--- config.mk ---
export PLATFORM = sky130hd
export DESIGN_NAME = fsg_guard
export DESIGN_NICKNAME = d
export VERILOG_FILES = /design/src/hw/fsg_pkg.sv /design/src/hw/fsg_prog_timer.sv /design/src/hw/fsg_guard.sv
export SDC_FILE = /design/constraint.sdc
export NUM_CORES = 1
export LEC_CHECK = 0
export BUFFER_PORTS_ARGS = -buffer_cell sky130_fd_sc_hd__buf_4
export CAP_MARGIN = 10
export CORE_MARGIN = 5
export CORE_UTILIZATION = 50
export CTS_BUF_LIST = sky130_fd_sc_hd__clkbuf_4 sky130_fd_sc_hd__clkbuf_8
export DETAILED_ROUTE_END_ITERATION = 10
export PLACE_DENSITY = 0.68
export SKIP_CTS_REPAIR_TIMING = 1
export SLEW_MARGIN = 5
export SYNTH_ARGS = -nofsm -noshare
export SYNTH_HDL_FRONTEND = slang
export SYNTH_SLANG_ARGS = --single-unit
--- constraint.sdc ---
create_clock -name mclk_i -period 2.89 [get_ports mclk_i]
set_clock_uncertainty 0.1 [all_clocks]
set_input_delay 0.7225 -clock mclk_i [delete_from_list [all_inputs] [get_ports mclk_i]]
set_output_delay 0.7225 -clock mclk_i [all_outputs]
set_load 0.05 [all_outputs]
--- src/hw/fsg_pkg.sv ---
// Purpose: constants for the self-programming guard block
// Assumes: 100 MHz mclk_i, 32-bit AXI4-Lite register bus
// Notes:   offsets are byte addresses of aligned words
package fsg_pkg;
  // register byte offsets
  localparam logic [7:0] OFF_CTRL     = 8'h00; // selfprog_control_status
  localparam logic [7:0] OFF_ZPTR     = 8'h04; // flash address pointer
  localparam logic [7:0] OFF_EVENT    = 8'h08; // cpu instruction strobes
  localparam logic [7:0] OFF_RESULT   = 8'h0c; // load result
  localparam logic [7:0] OFF_FUSES    = 8'h10; // fuse/lock values (programmed = 0)
  localparam logic [7:0] OFF_IRQ_STAT = 8'h14; // sticky events
  localparam logic [7:0] OFF_IRQ_MASK = 8'h18; // event mask
  localparam logic [7:0] OFF_EEPROM   = 8'h1c; // eeprom_control
  // control field positions
  localparam int B_SELFPROG_ENABLE = 0;
  localparam int B_PAGE_ERASE      = 1;
  localparam int B_PAGE_WRITE      = 2;
  localparam int B_LOCK_SET        = 3;
  localparam int B_RWW_READ_EN     = 4;
  localparam int B_RWW_BUSY        = 6;
  // event register bits
  localparam int B_EV_LOAD  = 0;
  localparam int B_EV_STORE = 1;
  // interrupt status bits
  localparam int B_IRQ_DONE    = 0;
  localparam int B_IRQ_REFUSED = 1;
  localparam int B_IRQ_EXPIRED = 2;
  // readback pointer codes
  localparam logic [15:0] Z_FUSE_LOW  = 16'h0000;
  localparam logic [15:0] Z_LOCK      = 16'h0001;
  localparam logic [15:0] Z_FUSE_EXT  = 16'h0002;
  localparam logic [15:0] Z_FUSE_HIGH = 16'h0003;
  // timed-sequence windows, in cycles
  localparam logic [2:0] LOAD_WINDOW  = 3'h3;
  localparam logic [2:0] STORE_WINDOW = 3'h4;
  // flash operation time from the rc oscillator
  localparam int CLK_MHZ      = 100;
  localparam int PROG_MIN_US  = 3700;
  localparam int PROG_MAX_US  = 4500;
  localparam int PROG_TIME_US = (PROG_MIN_US + PROG_MAX_US) / 2;
  localparam int PROG_CYCLES  = PROG_TIME_US * CLK_MHZ;
  localparam logic [7:0] UNDEF_READ = 8'hff;   // answer to unknown pointer
  localparam logic [1:0] RESP_OKAY  = 2'h0;
  localparam logic [1:0] RESP_SLVERR = 2'h2;
  typedef enum logic [1:0] {
    FSG_IDLE = 2'b00,
    FSG_ARMED = 2'b01,
    FSG_PROG = 2'b10
  } fsg_state_type;
endpackage

--- src/hw/fsg_prog_timer.sv ---
// Purpose: flash operation timer counting system clock cycles
// Assumes: start is a one-cycle pulse; separate reset keeps it alive
// Notes:   done pulses once when the count runs out
`timescale 1ns/1ns
module fsg_prog_timer #(
  parameter int CYCLES = 410000
) (
  input  wire logic mclk_i,    // system clock
  input  wire logic por_n_i,   // power-on reset only, active low
  input  wire logic start_i,   // begin an operation
  output logic      busy_o,    // operation running
  output logic      done_o     // end pulse
);
  logic [31:0] count;
  // count down; reset of the core does not reach this counter
  always_ff @(posedge mclk_i or negedge por_n_i) begin
    if (!por_n_i) begin
      count  <= 32'h0;
      busy_o <= 1'b0;
      done_o <= 1'b0;
    end else begin
      done_o <= 1'b0;
      if (start_i && !busy_o) begin
        count  <= 32'(CYCLES - 1);
        busy_o <= 1'b1;
      end else if (busy_o) begin
        if (count == 32'h0) begin
          busy_o <= 1'b0;
          done_o <= 1'b1;
        end else begin
          count <= count - 32'h1;
        end
      end
    end
  end
endmodule // fsg_prog_timer

--- src/hw/fsg_guard.sv ---
// Purpose: self-programming guard with fuse/lock readback and flash timing
// Assumes: cpu model posts load/store strobes through the event register
// Notes:   one AXI4-Lite slave; one write and one read at a time
//
// Design decisions made here: register access over AXI4-Lite and the address map.
`timescale 1ns/1ns
module fsg_guard
  import fsg_pkg::*;
(
  input  wire logic        mclk_i,        // system clock
  input  wire logic        resetn_i,      // system reset, active low
  input  wire logic        por_n_i,       // power-on reset, active low
  input  wire logic [7:0]  s_awaddr_i,    // write address
  input  wire logic        s_awvalid_i,   // write address valid
  output logic             s_awready_o,   // write address ready
  input  wire logic [31:0] s_wdata_i,     // write data
  input  wire logic [3:0]  s_wstrb_i,     // write strobes
  input  wire logic        s_wvalid_i,    // write data valid
  output logic             s_wready_o,    // write data ready
  output logic [1:0]       s_bresp_o,     // write response
  output logic             s_bvalid_o,    // write response valid
  input  wire logic        s_bready_i,    // write response ready
  input  wire logic [7:0]  s_araddr_i,    // read address
  input  wire logic        s_arvalid_i,   // read address valid
  output logic             s_arready_o,   // read address ready
  output logic [31:0]      s_rdata_o,     // read data
  output logic [1:0]       s_rresp_o,     // read response
  output logic             s_rvalid_o,    // read data valid
  input  wire logic        s_rready_i,    // read data ready
  input  wire logic [7:0]  flash_data_i,  // ordinary program memory byte
  output logic             flash_erase_o, // page erase strobe to array
  output logic             flash_write_o, // page write strobe to array
  output logic             rww_block_o,   // section unreadable
  output logic             irq_o          // level interrupt
);
  fsg_state_type state;
  logic [7:0]  ctrl;
  logic [15:0] zptr;
  logic [7:0]  result;
  logic [31:0] fuses;      // lock, low, high, ext bytes
  logic [2:0]  irq_stat;
  logic [2:0]  irq_mask;
  logic        ee_pending;
  logic [2:0]  window;
  logic        rww_busy;
  logic        readback;   // armed for a lock/fuse read
  logic        aw_held;
  logic        w_held;
  logic [7:0]  aw_addr;
  logic [31:0] w_data;
  logic [3:0]  w_strb;
  logic        do_write;
  logic        ev_load;
  logic        ev_store;
  logic        ctrl_wr;
  logic        ev_done;
  logic        ev_refused;
  logic        ev_expired;
  logic        t_start;
  logic        t_busy;
  logic        t_done;
  logic [7:0]  next_result;

  // write channel capture; address and data may come in either order
  always_ff @(posedge mclk_i or negedge resetn_i) begin
    if (!resetn_i) begin
      aw_held <= 1'b0;
      w_held  <= 1'b0;
      aw_addr <= 8'h0;
      w_data  <= 32'h0;
      w_strb  <= 4'h0;
    end else begin
      if (s_awvalid_i && s_awready_o) begin
        aw_held <= 1'b1;
        aw_addr <= s_awaddr_i;
      end else if (do_write) begin
        aw_held <= 1'b0;
      end
      if (s_wvalid_i && s_wready_o) begin
        w_held <= 1'b1;
        w_data <= s_wdata_i;
        w_strb <= s_wstrb_i;
      end else if (do_write) begin
        w_held <= 1'b0;
      end
    end
  end

  assign do_write   = aw_held && w_held && !s_bvalid_o;
  assign ctrl_wr    = do_write && aw_addr == OFF_CTRL && w_strb[0];
  assign ev_load    = do_write && aw_addr == OFF_EVENT && w_strb[0] && w_data[B_EV_LOAD];
  assign ev_store   = do_write && aw_addr == OFF_EVENT && w_strb[0] && w_data[B_EV_STORE];

  // ready and response registers
  always_ff @(posedge mclk_i or negedge resetn_i) begin
    if (!resetn_i) begin
      s_awready_o <= 1'b0;
      s_wready_o  <= 1'b0;
      s_bvalid_o  <= 1'b0;
      s_bresp_o   <= RESP_OKAY;
    end else begin
      s_awready_o <= !aw_held && !(s_awvalid_i && s_awready_o);
      s_wready_o  <= !w_held && !(s_wvalid_i && s_wready_o);
      if (do_write) begin
        s_bvalid_o <= 1'b1;
        s_bresp_o  <= (aw_addr <= OFF_EEPROM) ? RESP_OKAY : RESP_SLVERR;
      end else if (s_bready_i) begin
        s_bvalid_o <= 1'b0;
      end
    end
  end

  // pointer, fuse values, eeprom flag and mask
  always_ff @(posedge mclk_i or negedge resetn_i) begin
    if (!resetn_i) begin
      zptr       <= 16'h0;
      fuses      <= 32'hffffffff;
      ee_pending <= 1'b0;
      irq_mask   <= 3'h0;
    end else if (do_write) begin
      case (aw_addr)
        OFF_ZPTR:     zptr       <= w_data[15:0];
        OFF_FUSES:    fuses      <= w_data;
        OFF_EEPROM:   ee_pending <= w_data[0];
        OFF_IRQ_MASK: irq_mask   <= w_data[2:0];
        default:      zptr       <= zptr;
      endcase
    end
  end

  // readback mux; programmed fuse bits are stored as zero already
  always_comb begin
    next_result = UNDEF_READ;
    case (zptr)
      Z_LOCK:      next_result = fuses[7:0];
      Z_FUSE_LOW:  next_result = fuses[15:8];
      Z_FUSE_HIGH: next_result = fuses[23:16];
      Z_FUSE_EXT:  next_result = {4'hf, fuses[27:24]};
      default:     next_result = UNDEF_READ;
    endcase
  end

  // timed-sequence state machine
  assign readback = ctrl[B_LOCK_SET] && ctrl[B_SELFPROG_ENABLE] && state == FSG_ARMED;
  // a start while the timer still runs (after a system reset) would be lost
  assign t_start  = state == FSG_ARMED && ev_store && !ee_pending && !t_busy
                    && (ctrl[B_PAGE_ERASE] || ctrl[B_PAGE_WRITE] || ctrl[B_LOCK_SET]);
  assign ev_refused = state == FSG_ARMED && (ev_store || (ev_load && readback))
                      && ee_pending;
  // a readback expires one cycle after its load window, a command one cycle after the store window
  assign ev_expired = state == FSG_ARMED && !ev_load && !ev_store
                      && (window == 3'h0
                          || (readback && window == STORE_WINDOW - LOAD_WINDOW));
  assign ev_done    = t_done;

  always_ff @(posedge mclk_i or negedge resetn_i) begin
    if (!resetn_i) begin
      state  <= FSG_IDLE;
      ctrl   <= 8'h0;
      window <= 3'h0;
      result <= 8'h0;
    end else begin
      case (state)
        FSG_IDLE: begin
          if (ctrl_wr && w_data[B_SELFPROG_ENABLE]) begin
            ctrl   <= {1'b0, 1'b0, 1'b0, w_data[4:0]};
            window <= STORE_WINDOW;
            state  <= FSG_ARMED;
          end
          if (ev_load) begin
            result <= flash_data_i;
          end
        end
        FSG_ARMED: begin
          window <= window - 3'h1;
          if (ev_refused) begin
            ctrl  <= 8'h0;
            state <= FSG_IDLE;
          end else if (ev_load && readback && window > STORE_WINDOW - LOAD_WINDOW) begin
            result <= next_result;
            ctrl   <= 8'h0;
            state  <= FSG_IDLE;
          end else if (t_start) begin
            state <= FSG_PROG;
          end else if (ev_store) begin
            ctrl  <= 8'h0;                              // rww re-enable or buffer load
            state <= FSG_IDLE;
          end else if (ev_expired || (readback && window == STORE_WINDOW - LOAD_WINDOW)) begin
            ctrl  <= 8'h0;
            state <= FSG_IDLE;
          end else if (ev_load) begin
            result <= flash_data_i;
          end
        end
        FSG_PROG: begin
          if (t_done) begin
            ctrl  <= 8'h0;
            state <= FSG_IDLE;
          end
        end
        default: state <= FSG_IDLE;
      endcase
    end
  end

  // busy flag survives the system reset, cleared by re-enable store
  always_ff @(posedge mclk_i or negedge por_n_i) begin
    if (!por_n_i) begin
      rww_busy <= 1'b0;
    end else if (t_start && !ctrl[B_LOCK_SET]) begin
      rww_busy <= 1'b1;
    end else if (!t_busy && state == FSG_ARMED && ev_store && !ee_pending
                 && ctrl[B_RWW_READ_EN]) begin
      rww_busy <= 1'b0;
    end
  end

  // operation timer on the power-on reset only
  fsg_prog_timer #(
    .CYCLES (PROG_CYCLES)
  ) u_timer (
    .mclk_i  (mclk_i),
    .por_n_i (por_n_i),
    .start_i (t_start),
    .busy_o  (t_busy),
    .done_o  (t_done)
  );

  // array strobes
  always_ff @(posedge mclk_i or negedge resetn_i) begin
    if (!resetn_i) begin
      flash_erase_o <= 1'b0;
      flash_write_o <= 1'b0;
    end else begin
      flash_erase_o <= t_start && ctrl[B_PAGE_ERASE];
      flash_write_o <= t_start && ctrl[B_PAGE_WRITE];
    end
  end

  // section block follows the busy flag, so it too ignores the system reset
  always_ff @(posedge mclk_i or negedge por_n_i) begin
    if (!por_n_i) begin
      rww_block_o <= 1'b0;
    end else begin
      rww_block_o <= rww_busy;
    end
  end

  // sticky events, set wins over write-one clear
  always_ff @(posedge mclk_i or negedge resetn_i) begin
    if (!resetn_i) begin
      irq_stat <= 3'h0;
      irq_o    <= 1'b0;
    end else begin
      irq_stat <= (irq_stat & ~((do_write && aw_addr == OFF_IRQ_STAT) ? w_data[2:0] : 3'h0))
                  | {ev_expired, ev_refused, ev_done};
      irq_o    <= |(irq_stat & irq_mask);
    end
  end

  // read channel
  always_ff @(posedge mclk_i or negedge resetn_i) begin
    if (!resetn_i) begin
      s_arready_o <= 1'b0;
      s_rvalid_o  <= 1'b0;
      s_rdata_o   <= 32'h0;
      s_rresp_o   <= RESP_OKAY;
    end else begin
      s_arready_o <= !s_rvalid_o && !(s_arvalid_i && s_arready_o);
      if (s_arvalid_i && s_arready_o) begin
        s_rvalid_o <= 1'b1;
        s_rresp_o  <= RESP_OKAY;
        case (s_araddr_i)
          OFF_CTRL:     s_rdata_o <= {24'h0, 1'b0, rww_busy, 1'b0, ctrl[4:1],
                                      ctrl[0] || t_busy};
          OFF_ZPTR:     s_rdata_o <= {16'h0, zptr};
          OFF_EVENT:    s_rdata_o <= 32'h0;
          OFF_RESULT:   s_rdata_o <= {24'h0, result};
          OFF_FUSES:    s_rdata_o <= fuses;
          OFF_IRQ_STAT: s_rdata_o <= {29'h0, irq_stat};
          OFF_IRQ_MASK: s_rdata_o <= {29'h0, irq_mask};
          OFF_EEPROM:   s_rdata_o <= {31'h0, ee_pending};
          default: begin
            s_rdata_o <= 32'h0;
            s_rresp_o <= RESP_SLVERR;
          end
        endcase
      end else if (s_rready_i) begin
        s_rvalid_o <= 1'b0;
      end
    end
  end
endmodule // fsg_guard

==> results of run 1 <==
placed cells by master, fill, tap and decap left out, drive strengths merged, types with 4 or more instances in the layout:
master  count
a211oi      4
a21oi      14
a221oi     13
a31oi       5
and3        8
buf       126
clkbuf     21
clkinv      6
dfrtp     162
dfstp      32
ha          8
inv        15
mux2      100
mux2i       8
mux4        5
nand2      82
nand2b      5
nand3      30
nand3b      9
nand4       8
nor2       43
nor2b       8
nor3       18
nor4       12
nor4b       5
o211ai      6
o21ai      38
o22ai       8
o31ai       6
or2         4
or4         5
xnor2       6
xor2        4
area by class of cell:
cell class                      instances  area, sq um  area share
Clock buffer                           21          270      0.0265
Inverter                               15         56.3     0.00552
Clock inverter                         11          139      0.0136
Timing Repair Buffer                  126          962      0.0943
Sequential cell                       194         4890       0.480
Multi-Input combinational cell        495         3590       0.352
Tap cell                              225          282      0.0276
worst max-delay path, cell delays in order, from the launching register on:
cell	delay, ns
dfrtp_1	0.43
nor4_1	0.46
nand3b_1	0.28
or4b_1	0.71
or4_4	0.48
nand3_2	0.09
o21ai_2	0.05
worst max-delay path by stage:
stage               cells past startpoint  slack [ns]                end         startpoint
detailed placement                      8        0.14            ctrl[4]           state[1]
finish                                  6        0.18  u_timer.count[26]  u_timer.count[10]
CTS                                     8        0.14            ctrl[3]           state[1]
global route                            6        0.02            ctrl[3]         aw_addr[5]
floorplan                               7        0.30            ctrl[0]         s_bvalid_o
global placement                        6        0.28            ctrl[3]         aw_addr[5]
where the power goes:
| part | switching, mW | internal, mW | total, mW |
|---|---|---|---|
| sequential | 0.607 | 3.36 | 3.97 |
| clock | 0.904 | 0.901 | 1.80 |
| combinational | 0.992 | 0.919 | 1.91 |
| total | 2.50 | 5.18 | 7.69 |
state kept, by name, indices dropped and copies added, names as in the netlist, 2 cells and up:
| name | count |
|---|---|
| fuses | 32 |
| s_rdata_o | 32 |
| u_timer.count | 32 |
| w_data | 32 |
| zptr | 16 |
| aw_addr | 8 |
| result | 8 |
| ctrl | 5 |
| irq_mask | 3 |
| irq_stat | 3 |
| window | 3 |
| state | 2 |
kinds of logic (layout without fill, tap and decap cells):
group | after synthesis | count (layout) | synth area share
xor+xnor | 10 | 10 | 0.0101
compound gates | 113 | 113 | 0.0864
other cells | 1 | 2 | 0.000431
simple gates | 249 | 249 | 0.151
buf+inv | 55 | 173 | 0.0262
flops | 194 | 194 | 0.563
fa+ha+maj | 8 | 8 | 0.0115
mux | 113 | 113 | 0.152
metal layers:
metal / part of all wire / global-route usage / vias to the layer above / wire length [um]
li1: - / - / 2901 / -
met1: 0.43 / 0.272 / 3115 / 8550
met2: 0.49 / 0.335 / 183 / 9710
met3: 0.059 / 0.0431 / 26 / 1160
met4: 0.020 / 0.0672 / 0 / 402
met5: 0 / 0 / - / 0
==> summary.md, run 1 <==
| Metric | Value |
|---|---|
| Mean Syn Cell Area | `between 10 and 15 sq um` |
| Fin crit share | `0.938` |
| MaxCap Viol Count | `0` |
| Leakage | `4.77 nW` |
| Pre-CTS WS | `0.145 ns` |
| PnR worst setup slack | `0.179 ns` |
| Critical path class | `flop to flop` |
| Final HPWL DP | `14.4 mm` |
| #FFs+latches synth | `~190` |
| Yosys warnings | `0` |
| Clock Tree Buf Depth | `2` |
| Endpoints failing hold | `0` |
| Core ar. | `about 17,000 sq um` |
| Final min period | `~2.7 ns` |
| Arrival time at the worst endpoint | `2.96 ns` |
| Power Density | `754 nW/um^2` |
| Actual slew at the worst max-slew pin | `roughly 0.83 ns` |
| Hold Slack | `0.0849 ns` |
| Design Power | `7.69 mW` |
| Commonest cells in the netlist | `dfrtp_1, mux2_2, nand2_1` |
| Chip width | `142 um` |
| RSZ-0062 raised after global routing | `no` |
| Design Area, Final | `10,200 sq um` |
| Slew margin rel. | `0.442` |
| Final count of pins violating max slew | `0` |
| R2R depth | `6` |
| Routability cong. | `0.855` |
| Fin Setup TNS | `0 ns` |
| RR Startpoint | `u_timer.count[10]` |
| Drt drc | `0` |
| Pre-antenna DRT Iters | `6` |
| Async S/R FF share, synth | `1.00` |
| Die Footprint | `between 20,000 and 25,000 sq um` |
| DP Area | `9780 sq um` |
| Main synth FF type | `dfrtp_1` |
| Fmax | `369 MHz` |
| Startpoint Class | `flop` |
| Number of flops mapped to enable cells by yosys | `0` |
| Overflow after GRT | `0` |
| Layout overhead on the synthesized area | `17.2%` |
| TritonCTS clock tree | `done` |
| TritonCTS Sinks | `194` |
| Total number of vias | `6,225` |
| Starting DRT DRC Count | `between 400 and 500` |
| Antenna violations before repair | `0` |
| Reg-to-reg slack, setup | `0.18 ns` |
| Root buffer cell | `clkbuf_8` |
| Util after Layout | `0.594` |
| Non-Filler Instances | `1,087` |
| Distinct cells, synth | `between 60 and 70` |
| Final setup viols | `0` |
| Worst setup EP type | `flop` |
| Row Count | `48` |
| VDD IR max | `between 0.5 and 0.6 mV` |
| Hold Path Class | `input pin to async pin` |
| Starting density of the core | `0.507` |
| Antenna cell count | `0` |
| Cell Area, Synth | `8700 sq um` |
| Cell taking the most area after synthesis | `dfrtp_1` |
| Fill count | `1,409` |
| TritonCTS Buffers | `17` |
| Layout Nets | `925` |
| H-tree Lvls | `4` |
| Top Ports | `113` |
| Sequential share of the synthesized area | `0.563` |
| Syn Inst Count | `743` |
| WP data required | `3.14 ns` |
| Final ANT Viol Nets | `0` |
| R2R Path End | `u_timer.count[26]` |
| CP Max Fanout | `6` |
| Outcome | `finished clean` |
| Clock Latency Late Sink | `roughly 0.46 ns` |
| WL/cell | `around 18 um` |
| Largest net degree at the start of global routing | `61` |
| Number of global-route vias before repair | `6,297` |
| IO Port Bufs | `107` |
| Most frequent cell after synthesis | `dfrtp_1` |
| Yosys top cell area share | `0.466` |
| All-Layer GR Usage | `0.204` |
| Vias per cell | `~5.7` |
| Global-route wire length before repair | `32.7 mm` |
| Ratio of cells with drive above 1 in the final layout | `0.363` |
| Routed wire length | `19.8 mm` |
| Synth area leaders | `dfrtp_1, mux2_2, dfstp_2, nand2_1, o21ai_0` |
| Chip height | `142 um` |
| Clock Pin Slew Worst Setup and Hold Paths | `0.10 ns` |
| Placed cell count | `1,055` |
(Power assumes the default switching activity.)
==> inputs of run 2 (changes only) <==
- CORE_MARGIN: 5 -> unset
- CORE_UTILIZATION: 50 -> 35
- PLACE_DENSITY: 0.68 -> 0.5
==> summary.md, run 2 (synthesized netlist as in run 1, its figures left out) <==
| Metric | Value |
|---|---|
| CP max-delay cell | `or3_1` |
| Clock Pin Slew Worst Setup and Hold Paths | `0.10 ns` |
| Leakage | `about 4.8 nW` |
| Total number of vias | `around 6,100` |
| Final HPWL DP | `15.1 mm` |
| Core ar. | `24,300 sq um` |
| Reg-to-reg slack, setup | `0.21 ns` |
| VDD IR max | `0.370 mV` |
| Starting density of the core | `0.358` |
| Ratio of cells with drive above 1 in the final layout | `0.366` |
| Design Power | `7.65 mW` |
| Root buffer cell | `clkbuf_8` |
| TritonCTS clock tree | `done` |
| Largest net degree at the start of global routing | `64` |
| Overflow after GRT | `0` |
| Outcome | `finished clean` |
| Row Count | `57` |
| Clock Tree Buf Depth | `2` |
| Vias per cell | `between 5 and 6` |
| Antenna cell count | `0` |
| Arrival time at the worst endpoint | `2.93 ns` |
| Number of global-route vias before repair | `6,354` |
| WL/cell | `17.7 um` |
| Antenna violations before repair | `0` |
| Endpoints failing hold | `0` |
| R2R depth | `6` |
| Crit path cell chain | `nor3_1, nor4b_2, a31o_2, o211ai_1, or3_1, mux2_1` |
| Global-route wire length before repair | `34.7 mm` |
| Layout overhead on the synthesized area | `18.9%` |
| Final min period | `2.68 ns` |
| Critical path class | `flop to flop` |
| MaxCap Viol Count | `0` |
| Routed wire length | `21.1 mm` |
| Die Footprint | `25,500 sq um` |
| Fmax | `373 MHz` |
| Top Ports | `113` |
| Starting DRT DRC Count | `325` |
| Slew margin rel. | `0.414` |
| WP data required | `~3.1 ns` |
| Fin Setup TNS | `0 ns` |
| Drt drc | `0` |
| Pre-antenna DRT Iters | `4` |
| RSZ-0062 raised after global routing | `no` |
| Final count of pins violating max slew | `0` |
| H-tree Lvls | `4` |
| Power Density | `about 740 nW/um^2` |
| Chip width | `approximately 160 um` |
| R2R Path End | `ctrl[0]` |
| CP Max Fanout | `5` |
| Layout Nets | `927` |
| Fin crit share | `0.928` |
| Startpoint Class | `flop` |
| Clock Latency Late Sink | `between 0.4 and 0.5 ns` |
| Commonest non-fill, non-tap cell in the layout | `dfrtp_1` |
| Chip height | `between 150 and 200 um` |
| RR Startpoint | `aw_addr[5]` |
| TritonCTS Sinks | `194` |
| Routability cong. | `0.815` |
| TritonCTS Buffers | `17` |
| Worst setup EP type | `flop` |
| Final ANT Viol Nets | `0` |
| All-Layer GR Usage | `0.175` |
| Final setup viols | `0` |
| Actual slew at the worst max-slew pin | `0.874 ns` |
| Largest stage delay, worst path | `0.51 ns` |
| IO Port Bufs | `107` |
| Hold Path Class | `input pin to async pin` |
| Most frequent cells in the layout | `dfrtp_1, buf_4, mux2_2, nand2_1, nor2_1` |
run 2: cell types whose count changed in the layout (fill, tap and decap cells not counted):
cell / change
inv_6: +6
clkinv_2: -3
buf_12: +2
bufinv_16: -2
clkinvlp_4: -2
clkbuf_4: -1
clkinv_4: +1
inv_8: +1
nor4_1: -1
nor4_2: +1
run 2: per-stage QoR:
| stage | setup slack, ns | util | cell area [sq um] | hold WS, ns | cells |
|---|---|---|---|---|---|
| 3_5_place_dp | 0.204 | 0.409 | 9950 | 0.332 | 1156 |
| 2_1_floorplan | 0.300 | - | 8700 | 0.267 | 744 |
| 5_1_grt | 0.0420 | 0.425 | 10300 | 0.0466 | 1188 |
| 3_3_place_gp | 0.256 | 0.409 | 9950 | 0.336 | 1156 |
| 6_report | 0.208 | 0.425 | 10300 | 0.0533 | 1188 |
| 4_1_cts | 0.182 | 0.425 | 10300 | 0.0487 | 1188 |
run 2: worst max-delay path by stage:
stage | to | depth (start not counted) | from | slack, ns
2_1_floorplan | ctrl[0] | 7 | s_bvalid_o | 0.30
3_3_place_gp | ctrl[3] | 6 | aw_addr[5] | 0.26
3_5_place_dp | ctrl[0] | 8 | state[1] | 0.20
4_1_cts | ctrl[0] | 8 | state[1] | 0.18
5_1_grt | ctrl[3] | 6 | aw_addr[5] | 0.04
6_report | ctrl[0] | 6 | aw_addr[5] | 0.21
run 2: area by class of cell:
cell class                 instances  area [sq um]
tap                              324           405
multi-input combinational        495          3600
clock inverter                    12           121
inverter                          15          56.3
fill                            2340         14000
timing repair buffer             128          1000
sequential                       194          4890
clock buffer                      20           263
run 2: worst max-delay path: cells and delay by family (launching register included):
family	cells	cell delay [ns]
compound gates	2	0.43
mux	1	0.36
simple gates	3	1.27
flops	1	0.41
run 2: per-layer routing:
layer  vias to the layer above  GRT usage  wire (um)
met4                         0     0.0577        391
met2                        96      0.290      10400
li1                       2902          -          -
met5                         -          0          0
met3                        20     0.0343        660
met1                      3044      0.229       9610
run 2: power by group:
part	leakage, nW	internal, mW	switching [mW]
Combinational	2.18	0.937	1.02
Sequential	2.40	3.36	0.585
Clock	0.202	0.747	0.994
Total	4.78	5.05	2.60
